$ cat config.mk
export PLATFORM = sky130hd
export DESIGN_NAME = pbs_host
export DESIGN_NICKNAME = d
export VERILOG_FILES = /design/src/pbs_pkg.sv /design/src/pbs_buf2.sv /design/src/pbs_host.sv
export VERILOG_INCLUDE_DIRS = /design/src
export SDC_FILE = /design/constraint.sdc
export NUM_CORES = 1
export LEC_CHECK = 0
export ABC_AREA = 1
export BUFFER_PORTS_ARGS = -buffer_cell sky130_fd_sc_hd__buf_2
export CORE_MARGIN = 2
export CORE_UTILIZATION = 29
export CTS_BUF_LIST = sky130_fd_sc_hd__clkbuf_2
export DETAILED_ROUTE_END_ITERATION = 8
export GPL_ROUTABILITY_DRIVEN = 0
export PLACE_DENSITY = 0.47
export SETUP_SLACK_MARGIN = 0.05
export SYNTH_ARGS = -nofsm -noshare
export SYNTH_HDL_FRONTEND = slang
export SYNTH_HIERARCHICAL = 1
export SYNTH_SLANG_ARGS = --single-unit
$ cat constraint.sdc
create_clock -name clk_sys -period 3.55 [get_ports clk_sys]
set_input_delay 0.1775 -clock clk_sys [delete_from_list [all_inputs] [get_ports clk_sys]]
set_output_delay 0.1775 -clock clk_sys [all_outputs]
set_load 0.02 [all_outputs]
$ cat src/pbs_defines.svh
// pbs_defines.svh: offsets, fields, reset values and timing counts of the
// burst memory host controller.
// assumes: clk_sys at 25 MHz; included by bare name.
`ifndef PBS_DEFINES_SVH
`define PBS_DEFINES_SVH

// ----------------------------------------------------------------------
// register offsets (byte addresses)
// ----------------------------------------------------------------------
`define PBS_REG_CMD      8'h00
`define PBS_REG_ADDR     8'h04
`define PBS_REG_CFG      8'h08
`define PBS_REG_WDATA    8'h0c
`define PBS_REG_RDATA    8'h10
`define PBS_REG_STATUS   8'h14

// ----------------------------------------------------------------------
// fields and reset values
// ----------------------------------------------------------------------
`define PBS_CFG_LC_LSB   0
`define PBS_CFG_WT_BIT   3
`define PBS_CFG_BL_LSB   4
`define PBS_CFG_RST      8'h32
`define PBS_DPD_REQ_BIT  4
`define PBS_ST_BUSY      0
`define PBS_ST_DPD       1
`define PBS_ST_RVALID    2
`define PBS_ST_ROWSTOP   3
`define PBS_ST_TRUNC     4
`define PBS_ST_PWRUP     5

// ----------------------------------------------------------------------
// command codes
// ----------------------------------------------------------------------
`define PBS_OP_BRD       3'h1
`define PBS_OP_BWR       3'h2
`define PBS_OP_AWR       3'h3
`define PBS_OP_CFG       3'h4
`define PBS_OP_DPD_IN    3'h5
`define PBS_OP_DPD_OUT   3'h6

// ----------------------------------------------------------------------
// timing
// ----------------------------------------------------------------------
`define PBS_CLK_MHZ          25
`define PBS_CLK_NS           40
`define PBS_T_DPD_ENTRY_US   150
`define PBS_T_DPD_EXIT_US    10
`define PBS_T_PWRUP_US       150
`define PBS_T_MAX_SEL_US     4
`define PBS_T_GAP_NS         5
`define PBS_DPD_ENTRY_CYC    (`PBS_T_DPD_ENTRY_US * `PBS_CLK_MHZ)
`define PBS_DPD_EXIT_CYC     (`PBS_T_DPD_EXIT_US * `PBS_CLK_MHZ)
`define PBS_PWRUP_CYC        (`PBS_T_PWRUP_US * `PBS_CLK_MHZ)
`define PBS_MAX_SEL_CYC      (`PBS_T_MAX_SEL_US * `PBS_CLK_MHZ)
`define PBS_GAP_CYC          ((`PBS_T_GAP_NS + `PBS_CLK_NS - 1) / `PBS_CLK_NS)
`define PBS_TICK_CYC         4
`define PBS_SEL_MARGIN       8

`endif

$ cat src/pbs_pkg.sv
// pbs_pkg.sv: types of the burst memory host controller.
// assumes: nothing beyond a SystemVerilog compiler.
package pbs_pkg;

  typedef enum logic [3:0] {
    ST_PWRUP, ST_IDLE, ST_ADDR, ST_LAT, ST_DATA, ST_AWR, ST_END,
    ST_DPD_HOLD, ST_DPD, ST_DPD_EXIT
  } pbs_state_e;

  typedef logic [15:0] pbs_word_t;

endpackage

$ cat src/pbs_buf2.sv
// pbs_buf2.sv: two-entry buffer with valid/ready on both sides.
// assumes: single clock domain, clock enable freezes all state.
`timescale 1ns/100ps
module pbs_buf2
  import pbs_pkg::*;
(
  input  wire logic      clk_sys,
  input  wire logic      rstn,
  input  wire logic      clk_en,
  input  wire logic      in_valid,
  output logic           in_ready,
  input  wire pbs_word_t in_data,
  output logic           out_valid,
  input  wire logic      out_ready,
  output pbs_word_t      out_data
);

  pbs_word_t  mem [0:1];
  logic       wr_ptr;
  logic       rd_ptr;
  logic [1:0] count;
  logic       next_wr_ptr;
  logic       next_rd_ptr;
  logic [1:0] next_count;
  logic       push;
  logic       pop;

  assign in_ready  = (count != 2'd2);
  assign out_valid = (count != 2'd0);
  assign out_data  = mem[rd_ptr];

  always_comb begin
    push        = in_valid && in_ready;
    pop         = out_valid && out_ready;
    next_wr_ptr = push ? ~wr_ptr : wr_ptr;
    next_rd_ptr = pop ? ~rd_ptr : rd_ptr;
    next_count  = count;
    if (push && !pop) begin
      next_count = count + 2'd1;
    end else if (pop && !push) begin
      next_count = count - 2'd1;
    end
  end

  always_ff @(posedge clk_sys or negedge rstn) begin
    if (!rstn) begin
      wr_ptr <= 1'b0;
      rd_ptr <= 1'b0;
      count  <= 2'd0;
      mem[0] <= 16'h0000;
      mem[1] <= 16'h0000;
    end else if (clk_en) begin
      wr_ptr <= next_wr_ptr;
      rd_ptr <= next_rd_ptr;
      count  <= next_count;
      if (push) begin
        mem[wr_ptr] <= in_data;
      end
    end
  end

endmodule

$ cat src/pbs_host.sv
// pbs_host.sv: host controller for a muxed address/data burst memory.
// assumes: memory clock is made here by a divider of clk_sys; memory
// wait and data inputs are asynchronous and are synchronised here.
//
// Notes on behaviour
// - chip enable high 150 us after power-down request
// - chip enable low 10 us to exit power-down
// - no command until 150 us after exit
// - read row stop ends select quickly
// - write row stop ends select quickly
// - deselect right after last burst write word
// - refresh opportunity every select window
// - deselect between async and burst operations
// - async write to fixed burst may stay selected
// - deselect gap between operations in sync mode
// - chip enable low never beyond 4 us, except the 10 us power-down exit pulse
`timescale 1ns/100ps
`include "pbs_defines.svh"
module pbs_host
  import pbs_pkg::*;
(
  input  wire logic        clk_sys,
  input  wire logic        rstn,
  input  wire logic        clk_en,
  input  wire logic [7:0]  reg_addr,
  input  wire logic [31:0] reg_wdata,
  input  wire logic        reg_wr,
  input  wire logic        reg_rd,
  output logic [31:0]      reg_rdata,
  output logic             mem_clk,
  output logic             mem_ce_n,
  output logic             addr_valid_strobe_n,
  output logic             mem_we_n,
  output logic             mem_oe_n,
  output logic             mem_cre,
  output logic [4:0]       mem_addr_hi,
  input  wire logic [15:0] adq_in,
  output logic [15:0]      adq_out,
  output logic             adq_oe,
  input  wire logic        mem_wait_n
);

  // ----------------------------------------------------------------------
  // helpers
  // ----------------------------------------------------------------------
  function automatic logic is_burst(input logic [2:0] op);
    return (op == `PBS_OP_BRD) || (op == `PBS_OP_BWR);
  endfunction

  function automatic logic is_cfg(input logic [2:0] op);
    return (op == `PBS_OP_CFG) || (op == `PBS_OP_DPD_IN);
  endfunction

  function automatic logic window_full(input logic [6:0] n);
    return 32'(n) >= `PBS_MAX_SEL_CYC - `PBS_SEL_MARGIN;
  endfunction

  // ----------------------------------------------------------------------
  // pin synchronisers
  // ----------------------------------------------------------------------
  pbs_word_t adq_s1;
  pbs_word_t adq_s2;
  logic      wait_s1;
  logic      wait_s2;

  always_ff @(posedge clk_sys or negedge rstn) begin
    if (!rstn) begin
      adq_s1  <= 16'h0000;
      adq_s2  <= 16'h0000;
      wait_s1 <= 1'b1;
      wait_s2 <= 1'b1;
    end else if (clk_en) begin
      adq_s1  <= adq_in;
      adq_s2  <= adq_s1;
      wait_s1 <= mem_wait_n;
      wait_s2 <= wait_s1;
    end
  end

  // ----------------------------------------------------------------------
  // read data buffer
  // ----------------------------------------------------------------------
  logic      buf_in_valid;
  logic      buf_in_ready;
  logic      buf_out_valid;
  logic      buf_pop;
  pbs_word_t buf_out_data;

  pbs_buf2 u_buf (
    .clk_sys   (clk_sys),
    .rstn      (rstn),
    .clk_en    (clk_en),
    .in_valid  (buf_in_valid),
    .in_ready  (buf_in_ready),
    .in_data   (adq_s2),
    .out_valid (buf_out_valid),
    .out_ready (buf_pop),
    .out_data  (buf_out_data)
  );

  // ----------------------------------------------------------------------
  // state
  // ----------------------------------------------------------------------
  pbs_state_e  state, next_state;
  logic [1:0]  cnt, next_cnt;
  logic [2:0]  op, next_op;
  logic [2:0]  lat, next_lat;
  logic [3:0]  wcnt, next_wcnt;
  logic [6:0]  sel_cnt, next_sel_cnt;
  logic [11:0] timer, next_timer;
  logic [20:0] addr, next_addr;
  logic [7:0]  cfg, next_cfg;
  pbs_word_t   wdata, next_wdata;
  logic        row_stop, next_row_stop;
  logic        trunc, next_trunc;
  logic        clk_on, next_clk_on;
  logic        next_mem_clk;
  logic        next_ce_n;
  logic        next_adv_n;
  logic        next_we_n;
  logic        next_oe_n;
  logic        next_cre;
  logic        next_adq_oe;
  pbs_word_t   next_adq_out;
  logic [31:0] next_rdata;
  logic        tick;
  logic        run;
  logic        stall;
  logic        cmd_wr;
  logic        accept;
  logic [2:0]  lc;
  logic [3:0]  bl;

  assign lc          = cfg[`PBS_CFG_LC_LSB +: 3];
  assign bl          = cfg[`PBS_CFG_BL_LSB +: 4];
  assign mem_addr_hi = addr[20:16];
  assign buf_pop     = reg_rd && (reg_addr == `PBS_REG_RDATA) && buf_out_valid;

  always_comb begin
    next_state    = state;
    next_op       = op;
    next_lat      = lat;
    next_wcnt     = wcnt;
    next_timer    = timer;
    next_addr     = addr;
    next_cfg      = cfg;
    next_wdata    = wdata;
    next_row_stop = row_stop;
    next_trunc    = trunc;
    next_clk_on   = clk_on;
    next_ce_n     = mem_ce_n;
    next_adv_n    = addr_valid_strobe_n;
    next_we_n     = mem_we_n;
    next_oe_n     = mem_oe_n;
    next_cre      = mem_cre;
    next_adq_oe   = adq_oe;
    next_adq_out  = adq_out;
    buf_in_valid  = 1'b0;
    run   = (state == ST_ADDR) || (state == ST_LAT) || (state == ST_DATA) ||
            (state == ST_AWR) || (state == ST_END);
    // stop the memory clock while the read buffer is full
    stall = (state == ST_DATA) && (op == `PBS_OP_BRD) && !buf_in_ready;
    tick  = run && (cnt == 2'd3) && !stall;
    next_cnt = (run && !(cnt == 2'd3 && stall)) ? cnt + 2'd1 : cnt;

    // register writes
    cmd_wr = reg_wr && (reg_addr == `PBS_REG_CMD);
    if (reg_wr && reg_addr == `PBS_REG_ADDR) begin
      next_addr = reg_wdata[20:0];
    end
    if (reg_wr && reg_addr == `PBS_REG_CFG) begin
      next_cfg = reg_wdata[7:0];
    end
    if (reg_wr && reg_addr == `PBS_REG_WDATA) begin
      next_wdata = reg_wdata[15:0];
    end
    accept = cmd_wr && (((state == ST_IDLE) && (reg_wdata[2:0] != 3'h0) &&
             (reg_wdata[2:0] < `PBS_OP_DPD_OUT)) ||
             ((state == ST_DPD) && (reg_wdata[2:0] == `PBS_OP_DPD_OUT)));

    // sel_cnt counts the select window of burst and async operations
    next_sel_cnt = (!mem_ce_n && run) ? sel_cnt + 7'd1 : 7'd0;

    unique case (state)
      ST_PWRUP: begin
        if (timer == 12'd0) begin
          next_state = ST_IDLE;
        end else begin
          next_timer = timer - 12'd1;
        end
      end
      ST_IDLE: begin
        if (accept) begin
          next_op       = reg_wdata[2:0];
          next_row_stop = 1'b0;
          next_trunc    = 1'b0;
          next_ce_n     = 1'b0;
          next_adv_n    = 1'b0;
          next_adq_oe   = 1'b1;
          next_adq_out  = addr[15:0];
          next_we_n     = (reg_wdata[2:0] != `PBS_OP_BWR);
          next_cre      = is_cfg(reg_wdata[2:0]);
          next_clk_on   = is_burst(reg_wdata[2:0]);
          next_cnt      = 2'd0;
          next_state    = ST_ADDR;
        end
      end
      ST_ADDR: begin
        if (tick) begin
          next_adv_n = 1'b1;
          if (is_burst(op)) begin
            next_lat = lc;
            if (op == `PBS_OP_BRD) begin
              next_adq_oe = 1'b0;
              next_oe_n   = 1'b0;
            end
            next_state = ST_LAT;
          end else begin
            next_adq_out = wdata;
            next_we_n    = 1'b0;
            next_state   = ST_AWR;
          end
        end
      end
      ST_LAT: begin
        if (tick) begin
          if (lat <= 3'd1) begin
            next_wcnt    = 4'd0;
            next_adq_out = wdata;
            next_state   = ST_DATA;
          end else begin
            next_lat = lat - 3'd1;
          end
        end
      end
      ST_DATA: begin
        if (stall && window_full(sel_cnt)) begin
          // stalled burst still ends in time
          next_trunc = 1'b1;
          next_cnt   = 2'd0;
          next_state = ST_END;
        end else if (tick) begin
          if (!wait_s2) begin
            next_row_stop = 1'b1;
            next_state    = ST_END;
          end else begin
            buf_in_valid = (op == `PBS_OP_BRD);
            if (wcnt == bl) begin
              next_state = ST_END;
            end else if (window_full(sel_cnt)) begin
              next_trunc = 1'b1;
              next_state = ST_END;
            end else begin
              next_wcnt = wcnt + 4'd1;
            end
          end
        end
      end
      ST_AWR: begin
        if (tick) begin
          next_we_n  = 1'b1;
          next_state = ST_END;
        end
      end
      ST_END: begin
        // gap of one tick exceeds the gap time
        // unclocked deselect longer than 15 ns
        if (tick) begin
          if (op == `PBS_OP_DPD_IN && !wdata[`PBS_DPD_REQ_BIT]) begin
            next_timer = 12'(`PBS_DPD_ENTRY_CYC);
            next_state = ST_DPD_HOLD;
          end else begin
            next_state = ST_IDLE;
          end
        end
      end
      ST_DPD_HOLD: begin
        if (timer == 12'd0) begin
          next_state = ST_DPD;
        end else begin
          next_timer = timer - 12'd1;
        end
      end
      ST_DPD: begin
        if (accept) begin
          next_op    = reg_wdata[2:0];
          next_ce_n  = 1'b0;
          next_timer = 12'(`PBS_DPD_EXIT_CYC);
          next_state = ST_DPD_EXIT;
        end
      end
      ST_DPD_EXIT: begin
        if (timer == 12'd0) begin
          next_ce_n  = 1'b1;
          next_timer = 12'(`PBS_PWRUP_CYC);
          next_state = ST_PWRUP;
        end else begin
          next_timer = timer - 12'd1;
        end
      end
      default: begin
        next_state = ST_IDLE;
      end
    endcase

    // common release of select, strobes, clock and bus at burst or access end; address pins keep their value
    if (next_state == ST_END && state != ST_END) begin
      next_ce_n   = 1'b1;
      next_adv_n  = 1'b1;
      next_we_n   = 1'b1;
      next_oe_n   = 1'b1;
      next_cre    = 1'b0;
      next_adq_oe = 1'b0;
      next_clk_on = 1'b0;
    end
    next_mem_clk = next_clk_on && (next_cnt == 2'd1 || next_cnt == 2'd2);

    // read data stand one cycle after the strobe
    next_rdata = 32'h0000_0000;
    if (reg_rd) begin
      unique case (reg_addr)
        `PBS_REG_ADDR:   next_rdata = {11'h000, addr};
        `PBS_REG_CFG:    next_rdata = {24'h000000, cfg};
        `PBS_REG_WDATA:  next_rdata = {16'h0000, wdata};
        `PBS_REG_RDATA:  next_rdata = {16'h0000, buf_out_data};
        `PBS_REG_STATUS: begin
          next_rdata[`PBS_ST_BUSY]    = (state != ST_IDLE);
          next_rdata[`PBS_ST_DPD]     = (state == ST_DPD) || (state == ST_DPD_HOLD);
          next_rdata[`PBS_ST_RVALID]  = buf_out_valid;
          next_rdata[`PBS_ST_ROWSTOP] = row_stop;
          next_rdata[`PBS_ST_TRUNC]   = trunc;
          next_rdata[`PBS_ST_PWRUP]   = (state == ST_PWRUP) || (state == ST_DPD_EXIT);
        end
        default:         next_rdata = 32'h0000_0000;
      endcase
    end
  end

  always_ff @(posedge clk_sys or negedge rstn) begin
    if (!rstn) begin
      state               <= ST_PWRUP;
      cnt                 <= 2'd3;
      op                  <= 3'h0;
      lat                 <= 3'd0;
      wcnt                <= 4'd0;
      sel_cnt             <= 7'd0;
      timer               <= 12'(`PBS_PWRUP_CYC);
      addr                <= 21'h000000;
      cfg                 <= `PBS_CFG_RST;
      wdata               <= 16'h0000;
      row_stop            <= 1'b0;
      trunc               <= 1'b0;
      clk_on              <= 1'b0;
      mem_clk             <= 1'b0;
      mem_ce_n            <= 1'b1;
      addr_valid_strobe_n <= 1'b1;
      mem_we_n            <= 1'b1;
      mem_oe_n            <= 1'b1;
      mem_cre             <= 1'b0;
      adq_oe              <= 1'b0;
      adq_out             <= 16'h0000;
      reg_rdata           <= 32'h0000_0000;
    end else if (clk_en) begin
      state               <= next_state;
      cnt                 <= next_cnt;
      op                  <= next_op;
      lat                 <= next_lat;
      wcnt                <= next_wcnt;
      sel_cnt             <= next_sel_cnt;
      timer               <= next_timer;
      addr                <= next_addr;
      cfg                 <= next_cfg;
      wdata               <= next_wdata;
      row_stop            <= next_row_stop;
      trunc               <= next_trunc;
      clk_on              <= next_clk_on;
      mem_clk             <= next_mem_clk;
      mem_ce_n            <= next_ce_n;
      addr_valid_strobe_n <= next_adv_n;
      mem_we_n            <= next_we_n;
      mem_oe_n            <= next_oe_n;
      mem_cre             <= next_cre;
      adq_oe              <= next_adq_oe;
      adq_out             <= next_adq_out;
      reg_rdata           <= next_rdata;
    end
  end

endmodule

* Yosys cells after proc, flatten, opt, wreduce, memory -nomap -nowiden
Index checks and enable logic that the tools add are counted.
** Storage, ports and cells
- Bits of input ports :: 62
- Output and inout port bits :: 60
- Flip-flop bits (word level) :: 208
- Logic and storage cells :: 292
** Cells by class
- Bitwise gates (word level) :: 4
- Add/sub/neg operators :: 7
- Equality and inequality tests :: 60
- Magnitude comparators :: 6
- Reductions and logical operators :: 85
- Multiplexer cells :: 99
** Operators by type and width (number)
- two-way mux 16 bit :: 9
- two-way mux 4 bit :: 22
- two-way mux 12 bit :: 5
- case mux 15 bit (4 select lines) :: 1
- case mux 12 bit (4 select lines) :: 1
- case mux 16 bit (3 select lines) :: 1
- case mux 4 bit (10 select lines) :: 1
- two-way mux 1 bit :: 34
- bitwise mux 32 bit :: 1
- inequality test 2 bit (second input constant) :: 15
- case mux 6 bit (5 select lines) :: 1
- AND reduction 6 bit :: 5
- logical AND 1 bit :: 26
- nonzero test 2 bit :: 11
- two-way mux 21 bit :: 1
- inequality test 3 x 2 -> 1 bit (second input constant) :: 7
- equality test 4 x 3 -> 1 bit (second input constant) :: 5
- two-way mux 3 bit :: 6
- demux 16 bit (select 1 bit) :: 1
- equality test 8 x 4 -> 1 bit (second input constant) :: 2
- equality test 8 x 5 -> 1 bit (second input constant) :: 2
- AND reduction 7 bit :: 2
- equality test 3 bit (second input constant) :: 4
- logical NOT 12 bit :: 1
- other kinds (46) :: 97

* Logic depth before layout (Yosys ltp)
- Word-level depth :: 15
- Gate-level depth with buffers :: 17
- Depth with buffers taken out :: 16

* Hierarchy
Netlist, hierarchy kept.
** Modules (own cells, without submodules)
- pbs_host :: instances 1, sequential area each 4051.4 um^2, cells an instance 1010, area an instance 8196.6 um^2
- pbs_buf2 :: instances 1, sequential area each 900.9 um^2, cells an instance 222, area an instance 1810.5 um^2

* Least setup slack after synthesis
No wires, ideal clock.
- Kind :: register to register
- Start point :: register state[1]
- End point :: register u_buf.count[1]
- Setup time :: 118 ps
- Buffers on the path :: 3
- Period minus slack after synthesis :: 3053 ps
- Cell stages (with the launch flop) :: 16
- Arrival :: 2934 ps
- Slack :: 497 ps
- Data required time :: 3432 ps
- Path through :: dfrtp_1 -> buf_6 -> inv_1 -> nand2_1 -> nor2_1 -> clkbuf_1 -> nand2_1 -> nor4_1 -> inv_2 -> a21oi_4 -> buf_6 -> ha_1 -> nor2_1 -> nand3_1 -> nand2_1 -> nand2_1
** Between the ends
- Cells in the longest elaborated chain, start to end :: 15
- Elaborated cells on any way between the ends :: 25
- Classes of those cells :: eq/ne: 5; mux: 4; reduce/logical: 16
** RTL lines
- start, declared :: line pbs_host.sv:104 : pbs_state_e state, next_state;
- start signal, assigned :: line pbs_host.sv:364 : state <= next_state;
- equality test 4 x 2 -> 1 bit :: line pbs_host.sv:159 : run = (state == ST_ADDR) || (state == ST_LAT) || (state == ST_DATA) ||
- logical OR 1 bit (3 in series) :: line pbs_host.sv:159
- logical OR 1 bit :: line pbs_host.sv:160 : (state == ST_AWR) || (state == ST_END);
- logical AND 1 bit (2 in series) :: line pbs_host.sv:163 : tick = run && (cnt == 2'd3) && !stall;
- two-way mux 1 bit :: line pbs_host.sv:242 : end else if (tick) begin
- two-way mux 1 bit :: line pbs_host.sv:237 : if (stall && window_full(sel_cnt)) begin
- two-way mux 1 bit * :: line pbs_host.sv:184 : unique case (state)
- named net buf_in_valid :: line pbs_host.sv:83 : logic buf_in_valid;
- logical AND 1 bit * :: line pbs_buf2.sv:33 : push = in_valid && in_ready;
- logical NOT 1 bit :: line pbs_buf2.sv:40 : end else if (pop && !push) begin
- logical AND 1 bit :: line pbs_buf2.sv:40
- nonzero test 2 bit (no line)
- AND reduction 2 bit (no line)
- end signal, assigned :: line pbs_buf2.sv:55 : count <= next_count;
- end, declared :: line pbs_buf2.sv:21 : logic [1:0] count;
Mark *: on every way through the listed nets, which the timed path passes. The rest lies on a longest branch.
A chain may end at the register's enable or synchronous reset.

* Final worst setup path
- Start point :: register state[1]
- End point :: register op[2]
** Between the ends
- Cells in the longest elaborated chain, start to end :: 6
- Elaborated cells on any way between the ends :: 9
- Classes of those cells :: eq/ne: 2; reduce/logical: 7
** RTL lines
- equality test 4 x 1 -> 1 bit :: line pbs_host.sv:177, pbs_host.sv:184
- logical AND 1 bit (2 in series) :: line pbs_host.sv:177 : accept = cmd_wr && (((state == ST_IDLE) && (reg_wdata[2:0] != 3'h0) &&
- logical OR 1 bit :: line pbs_host.sv:177
- logical AND 1 bit :: line pbs_host.sv:177
- AND reduction 3 bit (no line) *
- end signal, assigned :: line pbs_host.sv:366 : op <= next_op;
- end, declared :: line pbs_host.sv:106 : logic [2:0] op, next_op;
Mark *: on every way between the ends. The rest lies on a longest branch, timed or not.

==> impl_metrics.toml <==
[run_status]
outcome = "completed"

[route]
drc = 0
drt_iter0_markers = 718
drtPass1Iterations = 5
wl_um = 27300
antenna_left = 0
via_count = 8453
vias_per_cell = 4.54
wire_per_inst_um = 14.6

[synthesis]
netlist.top_cell.by_area = "dfrtp_1"
synth_flop_cell = "dfrtp_1"
syn_area_per_cell_um2 = 8.12
synth-edff-count = 0
synthCells = 1232
syn-cell-area_um2 = 10000
synth.distinct_cells = 51
yosysWarnings = 6
synth_seq_cells = 197
ys_top_cells_by_area = "dfrtp_1 (45%), nand2_1 (16%), o21ai_0 (5.3%), dfstp_2 (4.7%), inv_1 (3.9%)"
yosysSeqAreaShare_pct = 49.5
async_reset_ff_share_pct = 100
synth_top_area_share_pct = 44.8

[sta]
worstMarginPinSlew_ps = 1120
layout_setup_ws_ps = 462
slew_violations = 0
fin_skew_ps = 59.8
hold_slack_ps = 81.3
period_minus_slack_ps = 3090
slew_headroom_pct = 25.2
rsz0062_at_grt = "no"
fmax_mhz = 324
finalHoldViolations = 0
setup_tns_ps = 0
setup_violations = 0
timing.final.crit_share_pct = 87.0

[floorplan]
die_y_um = 190
row_count = 68
dieWidth_um = 190
io_pins = 122
fp.coreArea_um2 = 34300
initial_utilization_pct = 29.2
die_area_um2 = 36000

[place]
dp_hpwl_um = 18900
place_ws_ps = 907
port_buffers = 99

[pwr]
p_leak_nw = 5.85
powerDensity_nw_per_um2 = 516
ir_drop_v = 0.000208

[layout]
nFillCells = 3649
fin_util_pct = 35.0
nNetsFinal = 1463
drive_above_1_share_pct = 16.2
area_delta_synth_final_pct = 19.8

[cts]
clock_latency_ps = 860
numCtsBuffers = 17
cts_tree = "done"
cts_root_buf = "clkbuf_2"
cts_sinks = 197
cts_buffer_depth = 2
htreeDepth = 4
postCtsSetupBuffers = 0
path_clk_slew_ps = 340

[worst_setup_path]
cp_max_fo = 10
criticalPathCategory = "reg2reg"
r2r_slack_ps = 460
crit_arrival_ps = 3870
start_kind = "flip-flop"
cp_data_required_time_ps = 4330
end_kind = "flip-flop"

[global_routing]
antenna_found_initial = 1
grt_max_degree = 82
grt_pass1_vias = 7922
overflow = 0
grtUsageTotal_pct = 15.6
grt_pass1_wl_um = 44200

[run]
drv_cap = 0

[min_path]
worstHoldPathType = "in2reg"
-- cells by family (layout without fill, tap and decap cells) --
kind of cell	count (synthesis)	in the layout	synth area share, %
buffers and inverters	181	344	8.28
DFF	197	197	49.5
adders and majority gates	9	9	1.13
and+or+nand+nor	616	616	26.2
muxes	8	8	0.900
xor gates and xnor gates	19	19	1.66
AOI/OAI and AO/OA	201	201	12.3
other	1	13	0.0375
-- synth_stat cells (2+ instances only) --
master and n:
o21ai_1 17, ha_1 9, xnor2_1 6, xor2_1 13
a211oi_1 10, a21oi_1 16, o22ai_1 4, a31oi_1 3
buf_2 8, o21ai_2 15, nand4_4 2, o2bb2ai_1 6
o21ai_0 105, nor3_2 2, mux2_2 7, dfstp_2 18
nor3_1 10, clkinv_1 3, nand3_1 48, clkbuf_1 28
nand2_2 16, nor2_1 71, nor2_2 3, nor2_4 3
inv_1 103, a32o_1 5, buf_6 10, buf_4 17
nand2_1 420, nand4_1 36, inv_2 12, dfrtp_1 179
a221oi_1 9
-- cell usage in the layout, fill, tap and decap left out, types with 6 or more instances in the layout --
cell type,synthesis,layout
nand4_1,36,36
buf_4,17,13
conb_1,1,11
nor3_1,10,10
inv_2,12,12
dlygate4sd3_1,0,79
a221oi_1,9,9
nand2_1,420,420
dfstp_2,18,18
dfrtp_1,179,179
ha_1,9,9
nor2_1,71,71
nand2_2,16,16
inv_1,103,103
clkbuf_2,0,17
a21oi_1,16,16
nand3_1,48,48
o2bb2ai_1,6,6
buf_2,8,98
o21ai_1,17,17
xor2_1,13,13
o21ai_0,105,105
a211oi_1,10,10
o21ai_2,15,15
xnor2_1,6,6
mux2_2,7,7
-- layer usage --
| metal | share of wire [%] | track usage [%] |
|---|---|---|
| met2 | 44 | 23.7 |
| met1 | 50 | 22.8 |
| met5 | 0 | 0 |
| met4 | 2.0 | 4.62 |
| met3 | 3.9 | 2.42 |
-- critical path, cell delays in order, from the launching register on --
cell and delay (ps):
dfrtp_1 570, nor2_2 220, nand3_1 240, inv_1 270, o21ai_0 170, nor2_1 320, nand2_1 90, dlygate4sd3_1 560
o21ai_0 60, dlygate4sd3_1 550
-- where the power goes --
group | switching [mW] | internal (mW)
clock | 1.00 | 0.287
sequential | 0.237 | 2.60
combinational | 1.34 | 0.717
total | 2.58 | 3.60
-- final timing paths --
check                                      from                         to  cells past startpoint
max in group asynchronous                  rstn       addr[16]$_DFFE_PN0P_                      4
hold / removal                      reg_addr[7]  reg_rdata[14]$_DFFE_PN0P_                      6
min in group asynchronous                  rstn         cfg[5]$_DFFE_PN1P_                      3
setup reg to reg           state[1]$_DFFE_PN0P_          op[2]$_DFFE_PN0P_                      9
hold reg to reg            mem_we_n$_DFFE_PN1P_       mem_we_n$_DFFE_PN1P_                      2
setup / recovery           state[1]$_DFFE_PN0P_          op[2]$_DFFE_PN0P_                      9
-- sequential cells by signal (all words and copies together) (netlist names), 2 cells and up --
signal	cells
wdata	16
adq_s2	16
sel_cnt	7
op	3
reg_rdata	21
adq_out	16
u_buf/count	2
cfg	8
state	4
timer	12
adq_s1	16
wcnt	4
lat	3
cnt	2
addr	21
u_buf/mem	32
-- cell type report --
cell class	count	area [µm²]	area share, %
clock inverters	15	210	1.75
repair buffers	194	1460	12.2
multi-input cells	864	4260	35.6
flip-flops and latches	197	4950	41.3
diodes	2	5.00	0.0417
well taps	455	569	4.75
inverters	118	443	3.69
clock buffers	17	85.1	0.710
-- per-stage QoR --
| stage | instance area, µm² | instances | power [mW] |
|---|---|---|---|
| floorplan | 10000 | 1242 | 4.31 |
| global placement | 10900 | 1748 | 4.86 |
| detailed placement | 10900 | 1748 | 4.88 |
| CTS | 12000 | 1860 | 6.27 |
| global route | 12000 | 1862 | 6.65 |
| finish | 12000 | 1862 | 6.18 |
-- repair_timing --
action / CTS / global route
hold buffers: 80 / 0
gates resized for setup: 0 / 0
endpoints found under the hold margin: 280 / 0
No activity file was read; power rests on OpenSTA's default activity.
